## src/verilog/ucpt_params.svh

```systemverilog
// offsets, field positions and reset values of the serial character block
`ifndef UCPT_PARAMS_SVH
`define UCPT_PARAMS_SVH

// register byte offsets
`define UCPT_CMD_OFS 8'h00
`define UCPT_CFG_OFS 8'h04
`define UCPT_STAT_OFS 8'h08
`define UCPT_RHR_OFS 8'h0c
`define UCPT_THR_OFS 8'h10
`define UCPT_IDLE_OFS 8'h14
`define UCPT_GUARD_OFS 8'h18

// command register bits
`define UCPT_CMD_CLR_STATUS 0
`define UCPT_CMD_SEND_ADDR 1
`define UCPT_CMD_ARM_IDLE 2
`define UCPT_CMD_RELOAD_IDLE 3

// line config fields
`define UCPT_CFG_PAR_LSB 0
`define UCPT_CFG_PAR_MSB 2
`define UCPT_CFG_STOP2 3

// status bits
`define UCPT_ST_RX_READY 0
`define UCPT_ST_TX_FREE 1
`define UCPT_ST_OVERRUN 2
`define UCPT_ST_PARITY 3
`define UCPT_ST_TX_DONE 4
`define UCPT_ST_TIMEOUT 5

// reset values
`define UCPT_CFG_RST 4'h4
`define UCPT_IDLE_RST 16'h0000
`define UCPT_GUARD_RST 8'h00

`endif

```

## src/verilog/ucpt_pkg.sv

```systemverilog
// types of the serial character block
package ucpt_pkg;

   // parity type field encodings; 3'h5 behaves as none
   typedef enum logic [2:0] {
      PAR_EVEN = 3'h0,
      PAR_ODD = 3'h1,
      PAR_SPACE = 3'h2,
      PAR_MARK = 3'h3,
      PAR_NONE = 3'h4,
      PAR_RSVD = 3'h5,
      PAR_MDROP0 = 3'h6,
      PAR_MDROP1 = 3'h7
   } ucpt_par_t;

   // receive sequencer
   typedef enum logic [1:0] {
      RX_IDLE = 2'h0,
      RX_DATA = 2'h1,
      RX_PAR = 2'h3,
      RX_STOP = 2'h2
   } ucpt_rx_t;

   // transmit sequencer
   typedef enum logic [2:0] {
      TX_IDLE = 3'h0,
      TX_START = 3'h1,
      TX_DATA = 3'h3,
      TX_PAR = 3'h2,
      TX_STOP = 3'h6,
      TX_GUARD = 3'h7
   } ucpt_tx_t;

endpackage

```

## src/verilog/ucpt_serial.sv

```systemverilog
// synchronous serial character port with parity, timeguard and idle time-out
//
// Register access over APB and the address map are this design's own decisions.
`timescale 1ns/10ps
`default_nettype none
`include "ucpt_params.svh"

module ucpt_serial #(
   parameter int DATA_BITS = 8,
   parameter int IDLE_W = 16,
   parameter int GUARD_W = 8
) (
   // clock and reset
   input wire logic mclk,
   input wire logic rstn,
   // apb slave
   input wire logic psel,
   input wire logic penable,
   input wire logic pwrite,
   input wire logic [7:0] paddr,
   input wire logic [31:0] pwdata,
   output logic [31:0] prdata,
   output logic pready,
   output logic pslverr,
   // serial line
   input wire logic bitClk,
   input wire logic rxd,
   output logic txd
);

   ////////////////////////////////////////////////////////////////////////
   // functions

   // parity bit to send for a data word
   function automatic logic parGen(input logic [2:0] mode, input logic [DATA_BITS-1:0] d,
                                   input logic addr);
      unique case (ucpt_pkg::ucpt_par_t'(mode))
         ucpt_pkg::PAR_EVEN: parGen = ^d;
         ucpt_pkg::PAR_ODD: parGen = ~^d;
         ucpt_pkg::PAR_MARK: parGen = 1'b1;
         ucpt_pkg::PAR_MDROP0, ucpt_pkg::PAR_MDROP1: parGen = addr;
         default: parGen = 1'b0;
      endcase
   endfunction

   // true when the received parity bit is to be flagged
   function automatic logic parBad(input logic [2:0] mode, input logic [DATA_BITS-1:0] d,
                                   input logic p);
      unique case (ucpt_pkg::ucpt_par_t'(mode))
         ucpt_pkg::PAR_EVEN: parBad = p != ^d;
         ucpt_pkg::PAR_ODD: parBad = p != ~^d;
         ucpt_pkg::PAR_MARK: parBad = ~p;
         ucpt_pkg::PAR_SPACE: parBad = p;
         ucpt_pkg::PAR_MDROP0, ucpt_pkg::PAR_MDROP1: parBad = p;
         default: parBad = 1'b0;
      endcase
   endfunction

   // true when the mode carries a parity bit in the frame
   function automatic logic parOn(input logic [2:0] mode);
      parOn = !(mode == ucpt_pkg::PAR_NONE || mode == ucpt_pkg::PAR_RSVD);
   endfunction

   ////////////////////////////////////////////////////////////////////////
   // declarations

   logic [2:0] sckS_q;
   logic sckLvl_q;
   logic sckLvl_d;
   logic [2:0] rxS_q;
   logic rxLvl_q;
   logic bitRise;
   logic bitFall;
   logic [3:0] cfg_q;
   logic [IDLE_W-1:0] idleLim_q;
   logic [GUARD_W-1:0] guard_q;
   logic wrStb;
   logic rdStb;
   logic cmdWr;
   logic clrStatus;
   logic sendAddr;
   logic armIdle;
   logic reloadIdle;
   logic thrWr;
   logic rhrRd;
   logic mapped;
   ucpt_pkg::ucpt_rx_t rxSt_q;
   logic [DATA_BITS-1:0] rxSh_q;
   logic [3:0] rxCnt_q;
   logic rxParBad_q;
   logic rxDone;
   logic [DATA_BITS-1:0] rhr_q;
   logic rxReady_q;
   logic overrun_q;
   logic parErr_q;
   ucpt_pkg::ucpt_tx_t txSt_q;
   logic [DATA_BITS-1:0] thr_q;
   logic thrAddr_q;
   logic thrFull_q;
   logic addrPend_q;
   logic [DATA_BITS-1:0] txSh_q;
   logic txPar_q;
   logic [3:0] txCnt_q;
   logic [GUARD_W-1:0] gCnt_q;
   logic txLoad;
   logic [IDLE_W-1:0] idleCnt_q;
   logic idleRun_q;
   logic timeout_q;
   logic idleHit;
   logic [31:0] rdMux;

   ////////////////////////////////////////////////////////////////////////
   // input synchronisers: a level counts once stages two and three agree

   always_comb begin
      sckLvl_d = (sckS_q[1] == sckS_q[2]) ? sckS_q[2] : sckLvl_q;
   end

   always_ff @(posedge mclk or negedge rstn) begin
      if (!rstn) begin
         sckS_q <= 3'h0;
         sckLvl_q <= 1'b0;
         rxS_q <= 3'h7;
         rxLvl_q <= 1'b1;
      end else begin
         sckS_q <= {sckS_q[1:0], bitClk};
         sckLvl_q <= sckLvl_d;
         rxS_q <= {rxS_q[1:0], rxd};
         if (rxS_q[1] == rxS_q[2]) begin
            rxLvl_q <= rxS_q[2];
         end
      end
   end

   assign bitRise = sckLvl_d & ~sckLvl_q;
   assign bitFall = ~sckLvl_d & sckLvl_q;

   ////////////////////////////////////////////////////////////////////////
   // apb decode: zero wait states, unmapped offsets answer pslverr

   assign wrStb = psel & penable & pwrite;
   assign rdStb = psel & penable & ~pwrite;
   assign cmdWr = wrStb && paddr == `UCPT_CMD_OFS;
   assign clrStatus = cmdWr & pwdata[`UCPT_CMD_CLR_STATUS];
   assign sendAddr = cmdWr & pwdata[`UCPT_CMD_SEND_ADDR];
   assign armIdle = cmdWr & pwdata[`UCPT_CMD_ARM_IDLE];
   assign reloadIdle = cmdWr & pwdata[`UCPT_CMD_RELOAD_IDLE];
   assign thrWr = wrStb && paddr == `UCPT_THR_OFS;
   assign rhrRd = rdStb && paddr == `UCPT_RHR_OFS;
   assign pready = 1'b1;

   // offset map check
   always_comb begin
      unique case (paddr)
         `UCPT_CMD_OFS, `UCPT_CFG_OFS, `UCPT_STAT_OFS, `UCPT_RHR_OFS,
         `UCPT_THR_OFS, `UCPT_IDLE_OFS, `UCPT_GUARD_OFS: mapped = 1'b1;
         default: mapped = 1'b0;
      endcase
   end

   assign pslverr = psel & penable & ~mapped;

   // read data selection
   always_comb begin
      rdMux = 32'h0000_0000;
      unique case (paddr)
         `UCPT_CFG_OFS: rdMux[3:0] = cfg_q;
         `UCPT_STAT_OFS: begin
            rdMux[`UCPT_ST_RX_READY] = rxReady_q;
            rdMux[`UCPT_ST_TX_FREE] = ~thrFull_q;
            rdMux[`UCPT_ST_OVERRUN] = overrun_q;
            rdMux[`UCPT_ST_PARITY] = parErr_q;
            rdMux[`UCPT_ST_TX_DONE] = ~thrFull_q && txSt_q == ucpt_pkg::TX_IDLE;
            rdMux[`UCPT_ST_TIMEOUT] = timeout_q;
         end
         `UCPT_RHR_OFS: rdMux[DATA_BITS-1:0] = rhr_q;
         `UCPT_IDLE_OFS: rdMux[IDLE_W-1:0] = idleLim_q;
         `UCPT_GUARD_OFS: rdMux[GUARD_W-1:0] = guard_q;
         default: rdMux = 32'h0000_0000;
      endcase
   end

   // read data captured in the setup cycle
   always_ff @(posedge mclk or negedge rstn) begin
      if (!rstn) begin
         prdata <= 32'h0000_0000;
      end else if (psel && !penable && !pwrite) begin
         prdata <= rdMux;
      end
   end

   // configuration registers
   always_ff @(posedge mclk or negedge rstn) begin
      if (!rstn) begin
         cfg_q <= `UCPT_CFG_RST;
         idleLim_q <= `UCPT_IDLE_RST;
         guard_q <= `UCPT_GUARD_RST;
      end else if (wrStb) begin
         if (paddr == `UCPT_CFG_OFS) begin
            cfg_q <= pwdata[3:0];
         end
         if (paddr == `UCPT_IDLE_OFS) begin
            idleLim_q <= pwdata[IDLE_W-1:0];
         end
         if (paddr == `UCPT_GUARD_OFS) begin
            guard_q <= pwdata[GUARD_W-1:0];
         end
      end
   end

   ////////////////////////////////////////////////////////////////////////
   // receiver: lsb first, one stop bit whose level is not checked

   assign rxDone = bitRise && rxSt_q == ucpt_pkg::RX_STOP;

   always_ff @(posedge mclk or negedge rstn) begin
      if (!rstn) begin
         rxSt_q <= ucpt_pkg::RX_IDLE;
         rxSh_q <= '0;
         rxCnt_q <= 4'h0;
         rxParBad_q <= 1'b0;
      end else if (bitRise) begin
         unique case (rxSt_q)
            ucpt_pkg::RX_IDLE: begin
               if (!rxLvl_q) begin
                  rxSt_q <= ucpt_pkg::RX_DATA;
                  rxCnt_q <= 4'h0;
                  rxParBad_q <= 1'b0;
               end
            end
            ucpt_pkg::RX_DATA: begin
               rxSh_q <= {rxLvl_q, rxSh_q[DATA_BITS-1:1]};
               rxCnt_q <= rxCnt_q + 4'h1;
               if (rxCnt_q == 4'(DATA_BITS - 1)) begin
                  rxSt_q <= parOn(cfg_q[2:0]) ? ucpt_pkg::RX_PAR : ucpt_pkg::RX_STOP;
               end
            end
            ucpt_pkg::RX_PAR: begin
               rxParBad_q <= parBad(cfg_q[2:0], rxSh_q, rxLvl_q);
               rxSt_q <= ucpt_pkg::RX_STOP;
            end
            ucpt_pkg::RX_STOP: rxSt_q <= ucpt_pkg::RX_IDLE;
         endcase
      end
   end

   // holding register and receive status; a new event wins over a clear
   always_ff @(posedge mclk or negedge rstn) begin
      if (!rstn) begin
         rhr_q <= '0;
         rxReady_q <= 1'b0;
         overrun_q <= 1'b0;
         parErr_q <= 1'b0;
      end else begin
         if (rxDone) begin
            rhr_q <= rxSh_q;
            rxReady_q <= 1'b1;
         end else if (rhrRd) begin
            rxReady_q <= 1'b0;
         end
         if (rxDone && rxReady_q && !rhrRd) begin
            overrun_q <= 1'b1;
         end else if (clrStatus) begin
            overrun_q <= 1'b0;
         end
         if (rxDone && rxParBad_q) begin
            parErr_q <= 1'b1;
         end else if (clrStatus) begin
            parErr_q <= 1'b0;
         end
      end
   end

   ////////////////////////////////////////////////////////////////////////
   // idle time-out counter, one step per bit period

   assign idleHit = idleRun_q && bitRise && idleCnt_q == IDLE_W'(1);

   always_ff @(posedge mclk or negedge rstn) begin
      if (!rstn) begin
         idleCnt_q <= '0;
         idleRun_q <= 1'b0;
      end else if (idleLim_q == '0) begin
         idleRun_q <= 1'b0;
         idleCnt_q <= '0;
      end else if (rxDone || reloadIdle) begin
         idleCnt_q <= idleLim_q;
         idleRun_q <= 1'b1;
      end else if (armIdle) begin
         idleRun_q <= 1'b0;
      end else if (idleRun_q && bitRise) begin
         idleCnt_q <= idleCnt_q - IDLE_W'(1);
         if (idleHit) begin
            idleRun_q <= 1'b0;
         end
      end
   end

   // time-out flag, cleared by either time-out command; a hit in the same cycle wins
   always_ff @(posedge mclk or negedge rstn) begin
      if (!rstn) begin
         timeout_q <= 1'b0;
      end else if (idleLim_q == '0) begin
         timeout_q <= 1'b0;
      end else if (idleHit && !rxDone) begin
         timeout_q <= 1'b1;
      end else if (armIdle || reloadIdle) begin
         timeout_q <= 1'b0;
      end
   end

   ////////////////////////////////////////////////////////////////////////
   // transmit holding register and address marking

   assign txLoad = bitFall && thrFull_q && (txSt_q == ucpt_pkg::TX_IDLE
                   || (txSt_q == ucpt_pkg::TX_STOP && txCnt_q == 4'h0 && guard_q == '0)
                   || (txSt_q == ucpt_pkg::TX_GUARD && gCnt_q == GUARD_W'(1)));

   always_ff @(posedge mclk or negedge rstn) begin
      if (!rstn) begin
         thr_q <= '0;
         thrAddr_q <= 1'b0;
         thrFull_q <= 1'b0;
         addrPend_q <= 1'b0;
      end else begin
         if (thrWr && !thrFull_q) begin
            thr_q <= pwdata[DATA_BITS-1:0];
            thrAddr_q <= addrPend_q | sendAddr;
            thrFull_q <= 1'b1;
         end else if (txLoad) begin
            thrFull_q <= 1'b0;
         end
         if (sendAddr) begin
            addrPend_q <= 1'b1;
         end else if (thrWr && !thrFull_q) begin
            addrPend_q <= 1'b0;
         end
      end
   end

   ////////////////////////////////////////////////////////////////////////
   // transmitter: shifts on falling bit clock edges, lsb first

   always_ff @(posedge mclk or negedge rstn) begin
      if (!rstn) begin
         txSt_q <= ucpt_pkg::TX_IDLE;
         txSh_q <= '0;
         txPar_q <= 1'b0;
         txCnt_q <= 4'h0;
         gCnt_q <= '0;
         txd <= 1'b1;
      end else if (txLoad) begin
         txSt_q <= ucpt_pkg::TX_START;
         txSh_q <= thr_q;
         txPar_q <= parGen(cfg_q[2:0], thr_q, thrAddr_q);
         txCnt_q <= 4'h0;
         txd <= 1'b0;
      end else if (bitFall) begin
         unique case (txSt_q)
            ucpt_pkg::TX_IDLE: txd <= 1'b1;
            ucpt_pkg::TX_START: begin
               txSt_q <= ucpt_pkg::TX_DATA;
               txd <= txSh_q[0];
               txSh_q <= txSh_q >> 1;
               txCnt_q <= 4'h1;
            end
            ucpt_pkg::TX_DATA: begin
               if (txCnt_q == 4'(DATA_BITS)) begin
                  if (parOn(cfg_q[2:0])) begin
                     txSt_q <= ucpt_pkg::TX_PAR;
                     txd <= txPar_q;
                  end else begin
                     txSt_q <= ucpt_pkg::TX_STOP;
                     txd <= 1'b1;
                     txCnt_q <= {3'h0, cfg_q[`UCPT_CFG_STOP2]};
                  end
               end else begin
                  txd <= txSh_q[0];
                  txSh_q <= txSh_q >> 1;
                  txCnt_q <= txCnt_q + 4'h1;
               end
            end
            ucpt_pkg::TX_PAR: begin
               txSt_q <= ucpt_pkg::TX_STOP;
               txd <= 1'b1;
               txCnt_q <= {3'h0, cfg_q[`UCPT_CFG_STOP2]};
            end
            ucpt_pkg::TX_STOP: begin
               txd <= 1'b1;
               if (txCnt_q != 4'h0) begin
                  txCnt_q <= txCnt_q - 4'h1;
               end else if (guard_q != '0) begin
                  txSt_q <= ucpt_pkg::TX_GUARD;
                  gCnt_q <= guard_q;
               end else begin
                  txSt_q <= ucpt_pkg::TX_IDLE;
               end
            end
            ucpt_pkg::TX_GUARD: begin
               txd <= 1'b1;
               gCnt_q <= gCnt_q - GUARD_W'(1);
               if (gCnt_q == GUARD_W'(1)) begin
                  txSt_q <= ucpt_pkg::TX_IDLE;
               end
            end
            default: txSt_q <= ucpt_pkg::TX_IDLE;
         endcase
      end
   end

endmodule

`default_nettype wire

```

## config.mk

```make
export PLATFORM = sky130hd
export DESIGN_NAME = ucpt_serial
export DESIGN_NICKNAME = d
export VERILOG_FILES = /design/src/verilog/ucpt_pkg.sv /design/src/verilog/ucpt_serial.sv
export VERILOG_INCLUDE_DIRS = /design/src /design/src/verilog
export SDC_FILE = /design/constraint.sdc
export NUM_CORES = 1
export LEC_CHECK = 0
export BUFFER_PORTS_ARGS = -buffer_cell sky130_fd_sc_hd__buf_4
export CELL_PAD_IN_SITES_DETAIL_PLACEMENT = 0
export CELL_PAD_IN_SITES_GLOBAL_PLACEMENT = 1
export CORE_MARGIN = 5
export CORE_UTILIZATION = 45
export DETAILED_ROUTE_END_ITERATION = 12
export GPL_TIMING_DRIVEN = 0
export PLACE_DENSITY_LB_ADDON = 0.1
export SYNTH_ARGS = -nofsm -noshare
export SYNTH_HDL_FRONTEND = slang
export SYNTH_SLANG_ARGS = --single-unit
```

## constraint.sdc

```tcl
create_clock -name mclk -period 3.17 [get_ports mclk]
set_clock_uncertainty 0.05 [all_clocks]
set_input_delay 0.4755 -clock mclk [delete_from_list [all_inputs] [get_ports mclk]]
set_output_delay 0.4755 -clock mclk [all_outputs]
set_load 0.1 [all_outputs]
```

==> impl_metrics.env, run 1 <==
export IMPL_status="complete, no violations"
export IMPL_hold_viol=0
export IMPL_final_cell_area_um2=8280
export IMPL_yosys_warnings=0
export IMPL_viasPerCell=5.83
export IMPL_coreArea_um2=15200
export IMPL_tightest_slew_ps=1110
export IMPL_antennaDiodeCount=0
export IMPL_initial_core_util=0.459
export IMPL_route_detailed_drc=0
export IMPL_syn_inst=675
export IMPL_postCtsSetupBuffers=0
export IMPL_antenna_found_initial=0
export IMPL_worstPathArrival_ps=2390
export IMPL_hold_path_class="input port to flip-flop"
export IMPL_rows=45
export IMPL_finalSetupTns_ps=0
export IMPL_io_buffer_count=47
export IMPL_cts_path_max_buffers=2
export IMPL_whs_ps=118
export IMPL_drt_iter0_drc=362
export IMPL_place_gp_congestion=0.835
export IMPL_crit_end="pslverr"
export IMPL_netlist_top_cells_count="dfrtp_1 (126), nand2_1 (65), o21ai_0 (50)"
export IMPL_cp_cell_sequence="buf_4 > or4_1 > buf_4 > nor3_4 > clkbuf_1 > nor4_4 > buf_4"
export IMPL_yosysMostFrequentCell="dfrtp_1"
export IMPL_slowest_delay_ps=510
export IMPL_yosysSeqAreaShare=0.475
export IMPL_synth_distinct_cells=77
export IMPL_regToRegStartpoint="txCnt_q[0]"
export IMPL_postLayoutCoreUtil=0.545
export IMPL_crit_type="input port to primary output"
export IMPL_gr_total_overflow=0
export IMPL_root_buffer="clkbuf_16"
export IMPL_synth_flop_cell="dfrtp_1"
export IMPL_min_period_over_period=0.919
export IMPL_drive_gt1_frac=0.232
export IMPL_drv_slew=0
export IMPL_r2r_slack_ps=370
export IMPL_r2r_cells=8
export IMPL_syn_to_final_growth_pct=18.7
export IMPL_rsz0062_at_grt="false"
export IMPL_synthTopCellsByArea="dfrtp_1 (45%), mux2_2 (7.9%), o21ai_0 (3.6%)"
export IMPL_grt_pass1_wl_mm=29.9
export IMPL_grt_pass1_vias=5515
export IMPL_worstSetupStartpointType="input port"
export IMPL_cp_end_kind="primary output"
export IMPL_setup_violations=0
export IMPL_fmax_ghz=0.343
export IMPL_synth_seq_cells=132
export IMPL_leakage_nw=3.78
export IMPL_syn_area_per_cell_um2=10.3
export IMPL_crit_start="paddr[5]"
export IMPL_clk_pin_slew_ps=50
export IMPL_grt_max_degree=79
export IMPL_synth_edff_count=0
export IMPL_ant_nets=0
export IMPL_grtUsageTotal=0.208
export IMPL_worstSkewPairLatency_ps=410
export IMPL_nNetsFinal=813
export IMPL_ir_drop_mv=0.360
export IMPL_hpwlAfterDp_mm=13.3
export IMPL_routed_wl_mm=18.1
export IMPL_firstDrtPassIters=5
export IMPL_pin_count=82
export IMPL_maxSlewHeadroom=0.250
export IMPL_finalPower_mw=5.36
export IMPL_numClockSinks=132
export IMPL_synth_top_area_frac=0.452
export IMPL_die_x_um=134
export IMPL_crit_required_ps=2640
export IMPL_cp_max_fo=10
export IMPL_cts_tree="done"
export IMPL_die_height_um=134
export IMPL_maxCapViolCount=0
export IMPL_fin_crit_ps=2910
export IMPL_wl_per_cell_um=18.8
export IMPL_numCtsBuffers=17
export IMPL_async_flop_share=1.00
export IMPL_syn_cell_area_um2=6970
export IMPL_cts_max_level=4
export IMPL_cp_common_cell="buf_4"
export IMPL_num_vias=5590
export IMPL_die_area_um2=18100
export IMPL_slowest_stage="or4_1"
export IMPL_worst_r2r_endpoint="txPar_q"
export IMPL_synth_area_leader_cell="dfrtp_1"
export IMPL_p_per_area_nw_per_um2=647
export IMPL_placed_cell_area_um2=7660
-- cell families after synthesis --
| group | count (synthesis) | share of synthesized area |
|---|---|---|
| adders and majority gates | 9 | 0.0158 |
| buffers and inverters | 67 | 0.0479 |
| and+or+nand+nor | 215 | 0.170 |
| AOI/OAI and AO/OA | 162 | 0.152 |
| other | 2 | 0.00108 |
| DFF | 132 | 0.475 |
| xor gates and xnor gates | 22 | 0.0296 |
| muxes | 66 | 0.109 |
-- flip-flops by register name, indices dropped and copies added (netlist names), 2 cells and up --
name	flops
cfg_q	4
gCnt_q	8
guard_q	8
idleCnt_q	16
idleLim_q	16
prdata	16
rhr_q	8
rxCnt_q	4
rxS_q	3
rxSh_q	8
rxSt_q	2
sckS_q	3
thr_q	8
txCnt_q	4
txSh_q	8
txSt_q	3
-- how the worst min path moves through the flow --
stage | from | to | cells after the start | slack [ps]
after floorplan | rstn | addrPend_q | 0 | 130
after global placement | sckS_q[0] | sckS_q[1] | 0 | 290
after detailed placement | sckS_q[0] | sckS_q[1] | 0 | 290
after CTS | rxd | rxS_q[0] | 1 | 100
after global routing | rxd | rxS_q[0] | 1 | 110
final | rxd | rxS_q[0] | 1 | 120
-- cell usage in the layout, fill, tap and decap left out, types with 11 or more instances in the layout --
cell type | synthesis | final
inv_1 | 16 | 16
a21oi_1 | 31 | 31
nor2_1 | 36 | 36
or3_1 | 11 | 11
nand3_1 | 22 | 22
clkbuf_1 | 25 | 26
conb_1 | 2 | 17
nor3_1 | 13 | 13
a31oi_1 | 14 | 14
o21ai_0 | 50 | 50
xnor2_1 | 16 | 16
nand2_1 | 65 | 65
mux2_2 | 49 | 49
buf_4 | 19 | 65
dfrtp_1 | 126 | 126
clkbuf_16 | 0 | 17
-- layer usage --
metal	global-route usage	vias up	wire length, um
met4	0.0571	0	195
met5	0	-	0
li1	-	2637	-
met3	0.0440	16	980
met1	0.300	2780	8410
met2	0.321	157	8490
-- report_power, final --
group | internal (mW) | leakage (nW) | switching, mW
sequential | 1.85 | 1.76 | 0.163
clock | 1.25 | 0.277 | 0.734
combinational | 0.496 | 1.74 | 0.863
total | 3.60 | 3.78 | 1.76
-- timing repair --
| item | CTS | global route |
|---|---|---|
| hold buffers | 1 | 0 |
| hold endpoints to repair | 29 | 0 |
| gates resized for setup | 0 | 1 |
| endpoints found under the setup margin | 0 | 2 |
-- critical path: cells and delay by family --
family                 cells  cell delay (ps)
buffers and inverters      4              970
AND/OR/NAND/NOR            3              920
-- through the flow --
stage / std cells / setup slack (ps)
6_report: 959 / 257
5_1_grt: 959 / 81.1
4_1_cts: 959 / 149
3_5_place_dp: 926 / 183
3_3_place_gp: 925 / 219
2_1_floorplan: 690 / 570
-- final cells by class --
cell class,instances,area (um^2)
clock buffer,19,443
timing repair buffer,49,394
inverter,16,60.1
buffer,51,274
tap,188,235
clock inverter,13,159
fill,1348,6920
multi-input combinational,491,3410
sequential,132,3310
No activity file was read; power rests on OpenSTA's default activity.
==> run 2, diff against run 1 <==
- MAX_ROUTING_LAYER: not set -> met4
==> run 2 against run 1 <==
  * Sequential power about the same
  * Critical path type unchanged
  * Total power about the same
  * Sequential share of layout area unchanged
  * Largest cell class unchanged
  * Maximum frequency increased by 0.31%
  * Final cell count unchanged
  * Combinational power about the same
  * Design area unchanged
  * Register-to-register slack about the same
  * First-iteration DRC count increased by 17%
==> impl_metrics.env, run 2 (same netlist as run 1, synthesis figures left out) <==
export IMPL_status="complete, no violations"
export IMPL_crit_type="input port to primary output"
export IMPL_postCtsSetupBuffers=0
export IMPL_grt_pass1_vias=5497
export IMPL_gr_total_overflow=0
export IMPL_route_detailed_drc=0
export IMPL_p_per_area_nw_per_um2=648
export IMPL_fmax_ghz=0.344
export IMPL_worstPathArrival_ps=2380
export IMPL_hold_path_class="input port to flip-flop"
export IMPL_maxCapViolCount=0
export IMPL_ir_drop_mv=0.360
export IMPL_cp_max_fo=10
export IMPL_cts_path_max_buffers=2
export IMPL_root_buffer="clkbuf_16"
export IMPL_numCtsBuffers=17
export IMPL_rsz0062_at_grt="false"
export IMPL_die_area_um2=18100
export IMPL_die_height_um=134
export IMPL_top_regs="idleCnt_q (16), idleLim_q (16), prdata (16)"
export IMPL_antenna_found_initial=0
export IMPL_clk_pin_slew_ps=50
export IMPL_finalSetupTns_ps=0
export IMPL_cts_max_level=4
export IMPL_cts_tree="done"
export IMPL_antennaDiodeCount=0
export IMPL_worstSetupStartpointType="input port"
export IMPL_maxSlewHeadroom=0.242
export IMPL_ant_nets=0
export IMPL_grt_max_degree=79
export IMPL_die_x_um=134
export IMPL_initial_core_util=0.459
export IMPL_worstSkewPairLatency_ps=410
export IMPL_rows=45
export IMPL_drv_slew=0
export IMPL_layout_common_cells="dfrtp_1 (126), nand2_1 (65), buf_4 (65), o21ai_0 (50), mux2_2 (49)"
export IMPL_wl_per_cell_um=18.9
export IMPL_hold_viol=0
export IMPL_tightest_slew_ps=1130
export IMPL_syn_to_final_growth_pct=18.7
export IMPL_firstDrtPassIters=5
export IMPL_layout_commonest_cell="dfrtp_1"
export IMPL_path_delay_family="buffers and inverters"
export IMPL_path_buf_inv=4
export IMPL_placed_cells=926
export IMPL_place_gp_congestion=0.848
export IMPL_grtUsageTotal=0.215
export IMPL_pin_count=82
export IMPL_cp_end_kind="primary output"
export IMPL_numClockSinks=132
export IMPL_min_period_over_period=0.916
export IMPL_hpwlAfterDp_mm=13.3
export IMPL_critical_path_depth=7
export IMPL_cp_common_cell="buf_4"
export IMPL_io_buffer_count=47
export IMPL_drive_gt1_frac=0.232
export IMPL_routed_wl_mm=18.1
export IMPL_fin_crit_ps=2900
export IMPL_num_vias=5590
export IMPL_grt_pass1_wl_mm=29.9
export IMPL_slowest_delay_ps=510
export IMPL_holdPathStages=1
export IMPL_viasPerCell=5.83
export IMPL_r2r_cells=8
export IMPL_drt_iter0_drc=424
export IMPL_coreArea_um2=15200
export IMPL_setup_violations=0
export IMPL_stdcell_count=959
export IMPL_nNetsFinal=813
export IMPL_crit_required_ps=2640
export IMPL_slowest_stage="or4_1"
export IMPL_leakage_nw=3.78
export IMPL_cp_cell_sequence="buf_4 > or4_1 > buf_4 > nor3_4 > clkbuf_1 > nor4_4 > buf_4"
==> run 2: cell counts in the layout (fill, tap and decap cells not counted) <==
Identical to the previous run, type by type.
==> run 2: power by group <==
part / total [mW] / switching, mW / internal, mW
registers: 2.02 / 0.164 / 1.85
logic: 1.36 / 0.862 / 0.495
clock network: 1.99 / 0.737 / 1.25
==> run 2: worst paths after layout <==
kind                       startpoint          to  slack, ps
setup / recovery             paddr[5]     pslverr        270
hold / removal                    rxd    rxS_q[0]        120
setup reg to reg           txCnt_q[0]     txPar_q        380
hold reg to reg             sckS_q[0]   sckS_q[1]        300
max in group asynchronous        rstn    rxS_q[1]       1730
min in group asynchronous        rstn  txCnt_q[3]        550
==> run 2: final cells by class <==
class	instances	area (um^2)
timing repair buffer	49	394
sequential	132	3310
fill	1348	6920
multi-input combinational	491	3410
clock inverter	13	159
tap	188	235
clock buffer	19	443
buffer	51	274
inverter	16	60.1
==> run 2: worst reg2reg max path: cells and delay by family (launching register included) <==
kind | cells | cell delay, ps
fa+ha+maj | 1 | 220
flops | 1 | 460
simple gates | 2 | 510
buf+inv | 3 | 760
compound gates | 2 | 700
==> run 2: layer usage <==
layer,vias to the layer above,part of all wire,track usage
met1,2770,0.47,0.303
met4,0,0.012,0.0571
li1,2636,-,-
met2,167,0.47,0.320
met3,17,0.051,0.0436
met5,-,0,-
==> run 2: repair_timing <==
item,in CTS,in global routing
hold buffers,1,0
gates resized for setup,0,1
endpoints found under the hold margin,29,0
setup endpoints to repair,0,2
==> run 2: through the flow <==
| stage | hold WS, ps | utilization | area [um^2] | power (mW) | setup WS, ps |
|---|---|---|---|---|---|
| finish | 120 | 0.545 | 8280 | 5.36 | 266 |
| global route | 104 | 0.545 | 8280 | 5.64 | 78.5 |
| CTS | 101 | 0.544 | 8280 | 5.39 | 149 |
| detailed placement | 289 | 0.504 | 7660 | 3.39 | 183 |
| global placement | 287 | 0.502 | 7630 | 3.36 | 219 |
| floorplan | 130 | - | 7050 | 3.02 | 570 |
